`config.mk`:
```
export PLATFORM = sky130hd
export DESIGN_NAME = u0pr_pin_mux
export DESIGN_NICKNAME = d
export VERILOG_FILES = /design/src/rtl/u0pr_pin_mux.v /design/src/rtl/u0pr_sync.v
export VERILOG_INCLUDE_DIRS = /design/src /design/src/inc
export SDC_FILE = /design/constraint.sdc
export NUM_CORES = 1
export LEC_CHECK = 0
export ABC_AREA = 1
export BUFFER_PORTS_ARGS = -buffer_cell sky130_fd_sc_hd__buf_4
export CAP_MARGIN = 20
export CORE_MARGIN = 3
export CORE_UTILIZATION = 45
export CTS_CLUSTER_SIZE = 40
export DETAILED_ROUTE_END_ITERATION = 8
export PLACE_DENSITY = 0.66
export SYNTH_ARGS = -nofsm -noshare
export SYNTH_HDL_FRONTEND = slang
export SYNTH_SLANG_ARGS = --single-unit
```
`constraint.sdc`:
```
create_clock -name clk_in -period 2.2 [get_ports clk_in]
set_clock_uncertainty 0.1 [all_clocks]
set_input_delay 0.11 -clock clk_in [delete_from_list [all_inputs] [get_ports clk_in]]
set_output_delay 0.11 -clock clk_in [all_outputs]
set_load 0.01 [all_outputs]
```
`src/inc/u0pr_defines.vh`:
```
`ifndef U0PR_DEFINES_VH
`define U0PR_DEFINES_VH

// Bus geometry: byte address, one aligned 32-bit word per register.
`define U0PR_ADDR_W 18
`define U0PR_DATA_W 32
`define U0PR_BE_W 4
`define U0PR_IDX_W 16
`define U0PR_REG_W 8

// Register indices; the byte address is four times the index.
`define U0PR_IDX_PORT0_DATA_OUT 16'hF204
`define U0PR_IDX_PORT0_DRIVE_LO 16'hF206
`define U0PR_IDX_PORT0_DRIVE_HI 16'hF207
`define U0PR_IDX_PORT4_DATA_OUT 16'hF220
`define U0PR_IDX_PORT4_DIRECTION 16'hF221
`define U0PR_IDX_PORT4_DRIVE_LO 16'hF222
`define U0PR_IDX_PORT4_DRIVE_HI 16'hF223
`define U0PR_IDX_PORT4_FUNC_LO 16'hF224
`define U0PR_IDX_PORT4_FUNC_HI 16'hF225
`define U0PR_IDX_SERIAL0_MODE0 16'hF2A0
`define U0PR_IDX_ROUTE_STATUS 16'hF2A1
`define U0PR_IDX_PORT4_LEVEL 16'hF2A2
`define U0PR_IDX_PORT0_LEVEL 16'hF2A3

// Reset values of the writable registers.
`define U0PR_RST_DATA 8'h00
`define U0PR_RST_DIR 8'hFF
`define U0PR_RST_DRIVE 8'h00
`define U0PR_RST_FUNC 8'h00
`define U0PR_RST_MODE0 8'h00

// Field positions.
`define U0PR_BIT_TX 3
`define U0PR_BIT_ALT_RX 2
`define U0PR_BIT_DEF_RX 2
`define U0PR_BIT_RX_SEL 4
`define U0PR_BIT_BE_LOW 0
`define U0PR_ST_RX_LEVEL 0
`define U0PR_ST_TX_ROUTED 1
`define U0PR_ST_RX_FROM_ALT 2
`define U0PR_ST_ALT_RX_READY 3

// Pin function codes {high mode bit, low mode bit}.
`define U0PR_FUNC_PORT 2'h0
`define U0PR_FUNC_SERIAL 2'h1

// Output drive codes {high drive bit, low drive bit}.
`define U0PR_DRV_HIZ 2'h0
`define U0PR_DRV_OD_A 2'h1
`define U0PR_DRV_OD_B 2'h2
`define U0PR_DRV_CMOS 2'h3

// Direction bit value that makes a pin an input.
`define U0PR_DIR_INPUT 1'h1

// Widths of the pin groups.
`define U0PR_P0_W 4
`define U0PR_P4_W 8

`endif

```
`src/rtl/u0pr_pin_mux.v`:
```
`include "u0pr_defines.vh"

module u0pr_pin_mux (
   input wire clk_in,
   input wire reset_n_in,
   input wire ce_in,
   input wire [`U0PR_ADDR_W-1:0] avs_address_in,
   input wire avs_read_in,
   input wire avs_write_in,
   input wire [`U0PR_DATA_W-1:0] avs_writedata_in,
   input wire [`U0PR_BE_W-1:0] avs_byteenable_in,
   output wire [`U0PR_DATA_W-1:0] avs_readdata_out,
   output wire avs_waitrequest_out,
   input wire serial0_transmit_in,
   input wire serial0_rx_mode_in,
   output wire serial0_receive_out,
   input wire [`U0PR_P0_W-1:0] port0_pin_in,
   input wire [`U0PR_P4_W-1:0] port4_pin_in,
   output wire [`U0PR_P4_W-1:0] port4_pin_out,
   output wire [`U0PR_P4_W-1:0] port4_pin_oe_n_out
);

   // Software-visible configuration.
   reg [`U0PR_REG_W-1:0] port0_data_out_ff;
   reg [`U0PR_REG_W-1:0] port0_drive_ctrl_lo_ff;
   reg [`U0PR_REG_W-1:0] port0_drive_ctrl_hi_ff;
   reg [`U0PR_REG_W-1:0] port4_data_out_ff;
   reg [`U0PR_REG_W-1:0] port4_direction_ff;
   reg [`U0PR_REG_W-1:0] port4_drive_ctrl_lo_ff;
   reg [`U0PR_REG_W-1:0] port4_drive_ctrl_hi_ff;
   reg [`U0PR_REG_W-1:0] port4_function_sel_lo_ff;
   reg [`U0PR_REG_W-1:0] port4_function_sel_hi_ff;
   reg [`U0PR_REG_W-1:0] serial0_mode_reg0_ff;

   // Bus slave state.
   reg waitreq_ff;
   reg [`U0PR_DATA_W-1:0] readdata_ff;
   reg nxt_waitreq;
   reg [`U0PR_DATA_W-1:0] nxt_readdata;
   reg [`U0PR_REG_W-1:0] rd_byte;

   // Pin-facing state.
   reg [`U0PR_P4_W-1:0] pin_out_ff;
   reg [`U0PR_P4_W-1:0] pin_oe_n_ff;
   reg receive_ff;
   reg [`U0PR_P4_W-1:0] nxt_pin_out;
   reg [`U0PR_P4_W-1:0] nxt_pin_oe_n;
   reg nxt_receive;
   reg [`U0PR_P4_W-1:0] pin_level;
   reg [1:0] drv_pair;
   integer i;

   // Decoded conditions.
   wire req;
   wire wr_commit;
   wire wr_low_byte;
   wire tx_routed;
   wire alt_rx_routed;
   wire rx_sel;
   wire tx_level;
   wire alt_rx_ready;
   wire [`U0PR_P0_W-1:0] port0_level;
   wire [`U0PR_P4_W-1:0] port4_level;
   wire [`U0PR_REG_W-1:0] route_status;

   // True when the byte address hits the word of the given register index.
   function reg_hit;
      input [`U0PR_ADDR_W-1:0] addr;
      input [`U0PR_IDX_W-1:0] idx;
      begin
         reg_hit = (addr == {idx, 2'h0});
      end
   endfunction

   // True when a pin's mode bits pick the serial secondary function.
   function is_serial;
      input hi_bit;
      input lo_bit;
      begin
         is_serial = ({hi_bit, lo_bit} == `U0PR_FUNC_SERIAL);
      end
   endfunction

   // Pin driver: returns {oe_n, level}. Direction 1 makes an input; with
   // direction 0 both drive bits set give push-pull, one set gives an
   // open-drain driver that only pulls low, neither gives high impedance.
   function [1:0] pin_drive;
      input dir_bit;
      input drv_hi;
      input drv_lo;
      input level;
      begin
         if (dir_bit == `U0PR_DIR_INPUT) begin
            pin_drive = 2'h2;
         end else begin
            case ({drv_hi, drv_lo})
               `U0PR_DRV_CMOS: pin_drive = {1'b0, level};
               `U0PR_DRV_OD_A: pin_drive = {level, 1'b0};
               `U0PR_DRV_OD_B: pin_drive = {level, 1'b0};
               default: pin_drive = 2'h2;
            endcase
         end
      end
   endfunction

   // Both pin groups come from outside the clock domain and are synchronised.
   u0pr_sync #(
      .WIDTH(`U0PR_P0_W),
      .RESET_VAL({`U0PR_P0_W{1'b1}})
   ) u_sync_port0 (
      .clk_in(clk_in),
      .reset_n_in(reset_n_in),
      .ce_in(ce_in),
      .async_in(port0_pin_in),
      .stable_out(port0_level)
   );

   u0pr_sync #(
      .WIDTH(`U0PR_P4_W),
      .RESET_VAL({`U0PR_P4_W{1'b1}})
   ) u_sync_port4 (
      .clk_in(clk_in),
      .reset_n_in(reset_n_in),
      .ce_in(ce_in),
      .async_in(port4_pin_in),
      .stable_out(port4_level)
   );

   // Bus handshake: a request is answered one cycle after it is first seen,
   // and a write lands only at the edge where waitrequest is sampled low.
   assign req = avs_read_in | avs_write_in;
   assign wr_commit = avs_write_in & ~waitreq_ff;
   assign wr_low_byte = wr_commit & avs_byteenable_in[`U0PR_BIT_BE_LOW];

   // Transmit routing looks only at bit 3's own mode bits.
   assign tx_routed = is_serial(port4_function_sel_hi_ff[`U0PR_BIT_TX],
                                port4_function_sel_lo_ff[`U0PR_BIT_TX]);
   assign alt_rx_ready = is_serial(port4_function_sel_hi_ff[`U0PR_BIT_ALT_RX],
                                   port4_function_sel_lo_ff[`U0PR_BIT_ALT_RX]) &
                         (port4_direction_ff[`U0PR_BIT_ALT_RX] == `U0PR_DIR_INPUT);
   assign rx_sel = serial0_mode_reg0_ff[`U0PR_BIT_RX_SEL];
   assign alt_rx_routed = rx_sel;

   // The transmitter idles high whenever the channel is set to receive.
   assign tx_level = serial0_rx_mode_in ? 1'b1 : serial0_transmit_in;

   assign route_status = {{(`U0PR_REG_W - 4){1'b0}}, alt_rx_ready, alt_rx_routed, tx_routed, receive_ff};

   assign avs_readdata_out = readdata_ff;
   assign avs_waitrequest_out = waitreq_ff;
   assign port4_pin_out = pin_out_ff;
   assign port4_pin_oe_n_out = pin_oe_n_ff;
   assign serial0_receive_out = receive_ff;

   // Read mux; unmapped words read as zero and upper bytes are always zero.
   always @* begin
      rd_byte = {`U0PR_REG_W{1'b0}};
      if (reg_hit(avs_address_in, `U0PR_IDX_PORT0_DATA_OUT)) begin
         rd_byte = port0_data_out_ff;
      end else if (reg_hit(avs_address_in, `U0PR_IDX_PORT0_DRIVE_LO)) begin
         rd_byte = port0_drive_ctrl_lo_ff;
      end else if (reg_hit(avs_address_in, `U0PR_IDX_PORT0_DRIVE_HI)) begin
         rd_byte = port0_drive_ctrl_hi_ff;
      end else if (reg_hit(avs_address_in, `U0PR_IDX_PORT4_DATA_OUT)) begin
         rd_byte = port4_data_out_ff;
      end else if (reg_hit(avs_address_in, `U0PR_IDX_PORT4_DIRECTION)) begin
         rd_byte = port4_direction_ff;
      end else if (reg_hit(avs_address_in, `U0PR_IDX_PORT4_DRIVE_LO)) begin
         rd_byte = port4_drive_ctrl_lo_ff;
      end else if (reg_hit(avs_address_in, `U0PR_IDX_PORT4_DRIVE_HI)) begin
         rd_byte = port4_drive_ctrl_hi_ff;
      end else if (reg_hit(avs_address_in, `U0PR_IDX_PORT4_FUNC_LO)) begin
         rd_byte = port4_function_sel_lo_ff;
      end else if (reg_hit(avs_address_in, `U0PR_IDX_PORT4_FUNC_HI)) begin
         rd_byte = port4_function_sel_hi_ff;
      end else if (reg_hit(avs_address_in, `U0PR_IDX_SERIAL0_MODE0)) begin
         rd_byte = serial0_mode_reg0_ff;
      end else if (reg_hit(avs_address_in, `U0PR_IDX_ROUTE_STATUS)) begin
         rd_byte = route_status;
      end else if (reg_hit(avs_address_in, `U0PR_IDX_PORT4_LEVEL)) begin
         rd_byte = port4_level;
      end else if (reg_hit(avs_address_in, `U0PR_IDX_PORT0_LEVEL)) begin
         rd_byte = {{(`U0PR_REG_W - `U0PR_P0_W){1'b0}}, port0_level};
      end
   end

   // Waitrequest drops for exactly one cycle per request, then rises again
   // so that a held request is not answered again at the next edge.
   always @* begin
      nxt_waitreq = ~(req & waitreq_ff);
      nxt_readdata = readdata_ff;
      if (avs_read_in & waitreq_ff) begin
         nxt_readdata = {{(`U0PR_DATA_W - `U0PR_REG_W){1'b0}}, rd_byte};
      end
   end

   always @(posedge clk_in or negedge reset_n_in) begin
      if (!reset_n_in) begin
         waitreq_ff <= 1'b1;
         readdata_ff <= {`U0PR_DATA_W{1'b0}};
      end else if (ce_in) begin
         waitreq_ff <= nxt_waitreq;
         readdata_ff <= nxt_readdata;
      end
   end

   // Register writes. Port 0 has no direction register at all, since its
   // pins are input only.
   always @(posedge clk_in or negedge reset_n_in) begin
      if (!reset_n_in) begin
         port0_data_out_ff <= `U0PR_RST_DATA;
         port0_drive_ctrl_lo_ff <= `U0PR_RST_DRIVE;
         port0_drive_ctrl_hi_ff <= `U0PR_RST_DRIVE;
         port4_data_out_ff <= `U0PR_RST_DATA;
         port4_direction_ff <= `U0PR_RST_DIR;
         port4_drive_ctrl_lo_ff <= `U0PR_RST_DRIVE;
         port4_drive_ctrl_hi_ff <= `U0PR_RST_DRIVE;
         port4_function_sel_lo_ff <= `U0PR_RST_FUNC;
         port4_function_sel_hi_ff <= `U0PR_RST_FUNC;
         serial0_mode_reg0_ff <= `U0PR_RST_MODE0;
      end else if (ce_in && wr_low_byte) begin
         if (reg_hit(avs_address_in, `U0PR_IDX_PORT0_DATA_OUT)) begin
            port0_data_out_ff <= avs_writedata_in[`U0PR_REG_W-1:0];
         end
         if (reg_hit(avs_address_in, `U0PR_IDX_PORT0_DRIVE_LO)) begin
            port0_drive_ctrl_lo_ff <= avs_writedata_in[`U0PR_REG_W-1:0];
         end
         if (reg_hit(avs_address_in, `U0PR_IDX_PORT0_DRIVE_HI)) begin
            port0_drive_ctrl_hi_ff <= avs_writedata_in[`U0PR_REG_W-1:0];
         end
         if (reg_hit(avs_address_in, `U0PR_IDX_PORT4_DATA_OUT)) begin
            port4_data_out_ff <= avs_writedata_in[`U0PR_REG_W-1:0];
         end
         if (reg_hit(avs_address_in, `U0PR_IDX_PORT4_DIRECTION)) begin
            port4_direction_ff <= avs_writedata_in[`U0PR_REG_W-1:0];
         end
         if (reg_hit(avs_address_in, `U0PR_IDX_PORT4_DRIVE_LO)) begin
            port4_drive_ctrl_lo_ff <= avs_writedata_in[`U0PR_REG_W-1:0];
         end
         if (reg_hit(avs_address_in, `U0PR_IDX_PORT4_DRIVE_HI)) begin
            port4_drive_ctrl_hi_ff <= avs_writedata_in[`U0PR_REG_W-1:0];
         end
         if (reg_hit(avs_address_in, `U0PR_IDX_PORT4_FUNC_LO)) begin
            port4_function_sel_lo_ff <= avs_writedata_in[`U0PR_REG_W-1:0];
         end
         if (reg_hit(avs_address_in, `U0PR_IDX_PORT4_FUNC_HI)) begin
            port4_function_sel_hi_ff <= avs_writedata_in[`U0PR_REG_W-1:0];
         end
         if (reg_hit(avs_address_in, `U0PR_IDX_SERIAL0_MODE0)) begin
            serial0_mode_reg0_ff <= avs_writedata_in[`U0PR_REG_W-1:0];
         end
      end
   end

   // Pin drivers. Bit 3, when serial, takes its level from the channel and never
   // from the data register; every other pin is an ordinary port bit. The
   // drive bits shape only the driver, so they never gate reception.
   always @* begin
      pin_level = port4_data_out_ff;
      if (tx_routed) begin
         pin_level[`U0PR_BIT_TX] = tx_level;
      end
      nxt_pin_out = {`U0PR_P4_W{1'b0}};
      nxt_pin_oe_n = {`U0PR_P4_W{1'b1}};
      drv_pair = 2'h2;
      for (i = 0; i < `U0PR_P4_W; i = i + 1) begin
         drv_pair = pin_drive(port4_direction_ff[i], port4_drive_ctrl_hi_ff[i],
                              port4_drive_ctrl_lo_ff[i], pin_level[i]);
         nxt_pin_oe_n[i] = drv_pair[1];
         nxt_pin_out[i] = drv_pair[0];
      end
   end

   // Receive source: the select bit alone decides, so a fully configured
   // port-4 bit 2 is bypassed while the bit is 0. Neither data register nor
   // any drive bit enters this path.
   always @* begin
      if (rx_sel) begin
         nxt_receive = port4_level[`U0PR_BIT_ALT_RX];
      end else begin
         nxt_receive = port0_level[`U0PR_BIT_DEF_RX];
      end
   end

   // Output registers; the pins start as inputs and the line idles high.
   always @(posedge clk_in or negedge reset_n_in) begin
      if (!reset_n_in) begin
         pin_out_ff <= {`U0PR_P4_W{1'b0}};
         pin_oe_n_ff <= {`U0PR_P4_W{1'b1}};
         receive_ff <= 1'b1;
      end else if (ce_in) begin
         pin_out_ff <= nxt_pin_out;
         pin_oe_n_ff <= nxt_pin_oe_n;
         receive_ff <= nxt_receive;
      end
   end

endmodule

```
`src/rtl/u0pr_sync.v`:
```
`include "u0pr_defines.vh"

// Three-stage input synchroniser with agreement filter.
// A new level is accepted only once the second and third stages agree, so a
// single metastable sample never reaches the logic behind it.
module u0pr_sync #(
   parameter WIDTH = 1,
   parameter [WIDTH-1:0] RESET_VAL = {WIDTH{1'b0}}
) (
   input wire clk_in,
   input wire reset_n_in,
   input wire ce_in,
   input wire [WIDTH-1:0] async_in,
   output wire [WIDTH-1:0] stable_out
);

   reg [WIDTH-1:0] stage1_ff;
   reg [WIDTH-1:0] stage2_ff;
   reg [WIDTH-1:0] stage3_ff;
   reg [WIDTH-1:0] stable_ff;
   wire [WIDTH-1:0] agree;
   wire [WIDTH-1:0] nxt_stable;

   // Only stages two and three are compared; stage one feeds stage two alone.
   assign agree = ~(stage2_ff ^ stage3_ff);
   assign nxt_stable = (stage2_ff & agree) | (stable_ff & ~agree);
   assign stable_out = stable_ff;

   // Shift chain and filtered output, frozen while the clock enable is low.
   always @(posedge clk_in or negedge reset_n_in) begin
      if (!reset_n_in) begin
         stage1_ff <= RESET_VAL;
         stage2_ff <= RESET_VAL;
         stage3_ff <= RESET_VAL;
         stable_ff <= RESET_VAL;
      end else if (ce_in) begin
         stage1_ff <= async_in;
         stage2_ff <= stage1_ff;
         stage3_ff <= stage2_ff;
         stable_ff <= nxt_stable;
      end
   end

endmodule

```
After elaboration in Yosys (flattened, before gate mapping)
Cells that the tools add are included.
- register bits: 154
- latch bits: 0
- memory bits (writable): 0
- bits in read-only memories: 0
- input bits: 73
- output and inout bits: 50
- word-level logic and storage cells: 134
- memories kept: 0
- add/subtract/negate cells: 0
- multipliers: 0
- div/mod/pow operators: 0
- $lt $le $gt $ge: 0
- equality and inequality tests: 39
- shift-type cells: 0
- mux-type cells: 32
- bitwise gates (word level): 20
- reduce and logical (&&, ||, !) cells: 20
- operators by type and width (operator ; count):
    $eq A18 B18 Y1 const B ; 13
    $mux W8 ; 12
    $eq A2 B2 Y1 const B ; 16
    $pmux W2 S2 ; 8
    $reduce_and A2 Y1 ; 11
    $eq A2 B1 Y1 const B ; 10
    $and A8 B8 Y8 ; 2
    $mux W2 ; 8
    $not A8 Y8 ; 2
    $reduce_or A2 Y1 ; 8
    $and A4 B4 Y4 ; 2
    $not A4 Y4 ; 2
    $or A8 B8 Y8 ; 1
    $xor A8 B8 Y8 ; 1
    $and A1 B1 Y1 ; 5
    $mux W4 ; 1
    $or A4 B4 Y4 ; 1
    $xor A4 B4 Y4 ; 1
    $mux W1 ; 3
    $not A1 Y1 ; 2
    $logic_and A1 B1 Y1 ; 1
    $or A1 B1 Y1 ; 1

Depth between registers and ports, before layout
- depth in word-level cells: 14
- mapped depth: 18
- depth with buffers taken out: 18

Modules after synthesis
From an unflattened synthesis, not the netlist that was laid out.
- cell total of the unflattened synthesis: 901
- area total of the unflattened synthesis: 7390.8 µm²
- modules (own cells, without submodules) (module ; instances ; cells an instance ; area each (µm²) ; sequential area each (µm²)):
    u0pr_pin_mux ; 1 ; 651 ; 5265.0 ; 2675.1
    u0pr_sync (u_sync_port4) ; 1 ; 167 ; 1432.6 ; 840.8
    u0pr_sync (u_sync_port0) ; 1 ; 83 ; 693.2 ; 420.4

Least setup slack after synthesis
No wires, ideal clock.
- path kind: register to register
- start: register waitreq_ff, in the netlist avs_waitrequest_out
- end: register port4_drive_ctrl_lo_ff[6]
- data arrival time: 1.461 ns
- required time: 1.969 ns
- setup slack: 0.508 ns
- cell stages (with the launch flop): 8
- period minus slack after synthesis: 1.692 ns
- cells stage by stage: dfstp_2 -> inv_1 -> nand3_1 -> nor2_1 -> nand3_1 -> clkbuf_1 -> nand2_1 -> o21ai_0
- cells in the longest elaborated chain, start to end: 5
- ends and longest elaborated chain (what ; line ; text):
    start: declaration ; u0pr_pin_mux.v:36 ; reg waitreq_ff;
    start signal: assignment ; u0pr_pin_mux.v:202 ; waitreq_ff <= nxt_waitreq;
    $not A1 Y1 ; u0pr_pin_mux.v:132 ; assign wr_commit = avs_write_in & ~waitreq_ff;
    $and A1 B1 Y1 ; u0pr_pin_mux.v:132 ;
    $and A1 B1 Y1 ; u0pr_pin_mux.v:133 ; assign wr_low_byte = wr_commit & avs_byteenable_in[`U0PR_BIT_BE_LOW];
    $logic_and A1 B1 Y1 ; u0pr_pin_mux.v:221 ; end else if (ce_in && wr_low_byte) begin
    $reduce_and A2 Y1 (no source line) ; n/a ;
    end signal: assignment ; u0pr_pin_mux.v:216 ; port4_drive_ctrl_lo_ff <= `U0PR_RST_DRIVE;
    end signal: assignment ; u0pr_pin_mux.v:238 ; port4_drive_ctrl_lo_ff <= avs_writedata_in[`U0PR_REG_W-1:0];
    end: declaration ; u0pr_pin_mux.v:29 ; reg [`U0PR_REG_W-1:0] port4_drive_ctrl_lo_ff;
Every way passes these cells.
A chain may end at the register's enable or synchronous reset.

==> results.py <==
metrics = {
    "run_status": {
        "outcome": "finished clean",
    },
    "worst_setup_path": {
        "crit_path_end_kind": "register",
        "cpMaxStageDelayCell": "dlygate4sd3_1",
        "cpMostUsedCell": "dlygate4sd3_1",
        "startpoint_type": "input port",
        "path_class": "in -> reg",
        "worstPathMaxFanout": 25,
        "arrival_ns": 2.22,
        "crit_buf_inv": 4,
        "path_cells": "dlygate4sd3_1, buf_4, nand2_1, dlygate4sd3_1, o21ai_0, dlygate4sd3_1",
        "slowest_delay_ns": 0.60,
        "crit_family": "buffers and inverters",
        "required_ns": 2.46,
    },
    "global_routing": {
        "grt_antenna_before_repair": 0,
        "grt_max_degree": 66,
        "grt-ovfl-total": 0,
        "grt_pass1_wl_um": 30300,
        "track_usage": 0.212,
        "first_global_vias": 5986,
    },
    "timing": {
        "finalCriticalPeriod_ns": 1.96,
        "maxSlewHeadroom": 0.607,
        "worst_pin_slew_ns": 0.589,
        "min_period_over_period": 0.893,
        "fin_setup_tns_ns": 0,
        "rsz0062_at_grt": "false",
        "setup_viol": 0,
        "drv_slew": 0,
        "fmax_mhz": 509,
        "hold_viol_final": 0,
    },
    "yosys": {
        "synth_area_sq_um": 7290,
        "synth_top_area_frac": 0.302,
        "synth_seq_cells": 154,
        "seq_area_frac_synth": 0.540,
        "ys_types": 33,
        "synthArstFlopShare": 1.00,
        "synthTopCellsByCount": "267 x nand2_1, 133 x o21ai_0, 88 x dfrtp_1, 79 x nor2_1, 78 x inv_1",
        "avgSynthCellArea_sq_um": 8.35,
        "synthTopCellsByArea": "dfrtp_1 30%, dfstp_2 24%, nand2_1 14%",
        "synth_ff_type": "dfrtp_1",
        "synth_top_area_cell": "dfrtp_1",
        "syn_inst": 874,
        "synth_most_common_cell": "nand2_1",
        "ys_warn_count": 0,
        "synth_edf_count": 0,
    },
    "detailed_routing": {
        "drtIter0Drc": 382,
        "via_count": 6141,
        "ant_nets": 0,
        "wl_per_cell_um": 14.5,
        "first_pass_iters": 5,
        "vias_per_cell": 4.99,
        "drc": 0,
        "drt-total-wl_um": 17900,
    },
    "floorplan": {
        "die-area_sq_um": 17800,
        "die_width_um": 133,
        "core_area_sq_um": 15500,
        "die_y_um": 133,
        "pin_count": 123,
        "rows": 45,
        "start_util": 0.469,
    },
    "power_and_ir_drop": {
        "ir_drop_uv": 558,
        "switchingPower_w": 0.00149,
        "p_leak_nw": 4.19,
        "p_int_w": 0.00487,
        "power_frac_clock": 0.430,
        "switching_share": 0.234,
        "power_frac_comb": 0.076,
        "pwr_density_cell_nw_per_um2": 701,
        "seqPwrFrac": 0.494,
    },
    "placed_design": {
        "hpwlAfterDp_um": 12400,
        "place.gp.congestion": 0.827,
        "numPortBuffers": 71,
    },
    "clock_network": {
        "cts_tree": "done",
        "clock-root-buffer": "clkbuf_16",
        "holdBufCountCts": 30,
        "clockBufferDepth": 2,
        "clock_latency_ns": 0.42,
        "post-cts-setup-buffers": 0,
        "cts.repair.resized": 0,
        "clk_pin_slew_ns": 0.06,
        "htreeDepth": 4,
        "clock_sinks": 154,
        "cts_made_buffers": 17,
    },
    "final_layout": {
        "drive_gt1_frac": 0.215,
        "area_growth_pct": 24.4,
        "final_core_util": 0.584,
        "fillers": 1420,
        "fin_nets": 1087,
        "antennaDiodeCount": 0,
    },
    "min_path": {
        "hold_class": "in -> reg",
    },
    "job": {
        "drv_cap": 0,
    },
}
[layout make-up]
cell class | count | area, sq um | share of cell area
clock buffers | 26 | 520 | 0.0574
inverters | 82 | 308 | 0.0339
clock inverters | 6 | 36.3 | 0.00400
flip-flops and latches | 154 | 3940 | 0.434
multi-input cells | 614 | 2870 | 0.316
repair buffers | 137 | 1140 | 0.125
well taps | 211 | 264 | 0.0291
[layer usage]
layer	track usage	part of all wire	up-vias
met4	0.0549	0.012	0
li1	-	-	3061
met5	0	0	-
met1	0.290	0.46	2903
met3	0.0404	0.045	23
met2	0.348	0.48	154
[worst paths after layout]
path | startpoint | endpoint | slack, ns | cells past startpoint
setup / recovery | ce_in | u_sync_port4.stage1_ff[4] | 0.24 | 6
hold / removal | avs_writedata_in[6] | port0_data_out_ff[6] | 0.007 | 3
setup reg to reg | port4_function_sel_hi_ff[3] | port4_pin_out[3] | 0.24 | 5
hold reg to reg | u_sync_port4.stage3_ff[7] | u_sync_port4.stage3_ff[7] | 0.36 | 2
max in group asynchronous | reset_n_in | u_sync_port4.stage1_ff[2] | 1.14 | 3
min in group asynchronous | reset_n_in | port4_pin_out[6] | 0.12 | 2
[worst min-delay path, cell delays in order]
cell	delay, ns
buf_4	0.08
inv_1	0.13
o21ai_1	0.17
[placed cells by master (no fill, tap or decap), types with 3 or more instances in the layout]
| cell type | n |
|---|---|
| a21oi_1 | 6 |
| clkbuf_8 | 4 |
| a32o_1 | 5 |
| conb_1 | 24 |
| nor4_4 | 3 |
| o22ai_1 | 3 |
| o21ai_0 | 133 |
| o211ai_1 | 5 |
| nand4_1 | 21 |
| nor2_2 | 4 |
| nor2_1 | 79 |
| buf_4 | 102 |
| clkbuf_1 | 4 |
| o21ai_1 | 9 |
| clkinv_2 | 4 |
| inv_1 | 78 |
| inv_2 | 4 |
| dlygate4sd3_1 | 32 |
| clkbuf_16 | 18 |
| dfrtp_1 | 88 |
| nor3_2 | 3 |
| nand2_1 | 267 |
| dfstp_2 | 66 |
| ha_1 | 8 |
| nand3_1 | 32 |
[registers in the layout (all words and copies together) (netlist names), named ones only]
register                  flops
u_sync_port0.stage2_ff        4
port4_drive_ctrl_hi_ff        8
u_sync_port4.stage2_ff        8
u_sync_port4.stage1_ff        8
port4_direction_ff            8
u_sync_port0.stage3_ff        4
avs_waitrequest_out           1
port0_data_out_ff             8
port4_function_sel_hi_ff      8
port4_pin_oe_n_out            8
serial0_mode_reg0_ff          8
port4_data_out_ff             8
serial0_receive_out           1
u_sync_port4.stage3_ff        8
port0_drive_ctrl_lo_ff        8
port4_drive_ctrl_lo_ff        8
u_sync_port0.stage1_ff        4
port4_function_sel_lo_ff      8
port0_drive_ctrl_hi_ff        8
avs_readdata_out              8
port4_pin_out                 8
[cell families after synthesis]
family                     count (synthesis)  share of synthesized area
DFF                                      154                      0.540
other                                      1                   0.000514
AOI/OAI and AO/OA                        165                      0.121
buffers and inverters                    129                     0.0789
adders and majority gates                  8                     0.0137
and+or+nand+nor                          417                      0.247
[power by group through the flow]
stage          sequential (W)  combinational [W]  clock (W)
6_report              0.00314           0.000481    0.00274
4_1_cts               0.00314           0.000485    0.00277
5_1_grt               0.00316           0.000553    0.00290
3_5_place_dp          0.00319           0.000436          0
3_3_place_gp          0.00318           0.000425          0
2_1_floorplan         0.00316           0.000252          0
[stage by stage]
step,hold slack [ns],cells,setup WS (ns),area (sq um),total power (W)
after global routing,0.0381,1230,0.149,9070,0.00662
after CTS,0.00105,1228,0.295,9050,0.00640
after detailed placement,0.0106,1166,0.180,8190,0.00363
after floorplan,-0.286,897,0.508,7380,0.00341
after global placement,0.00913,1166,0.206,8190,0.00361
final,0.00692,1230,0.236,9070,0.00636
No activity file was read; power rests on OpenSTA's default activity.
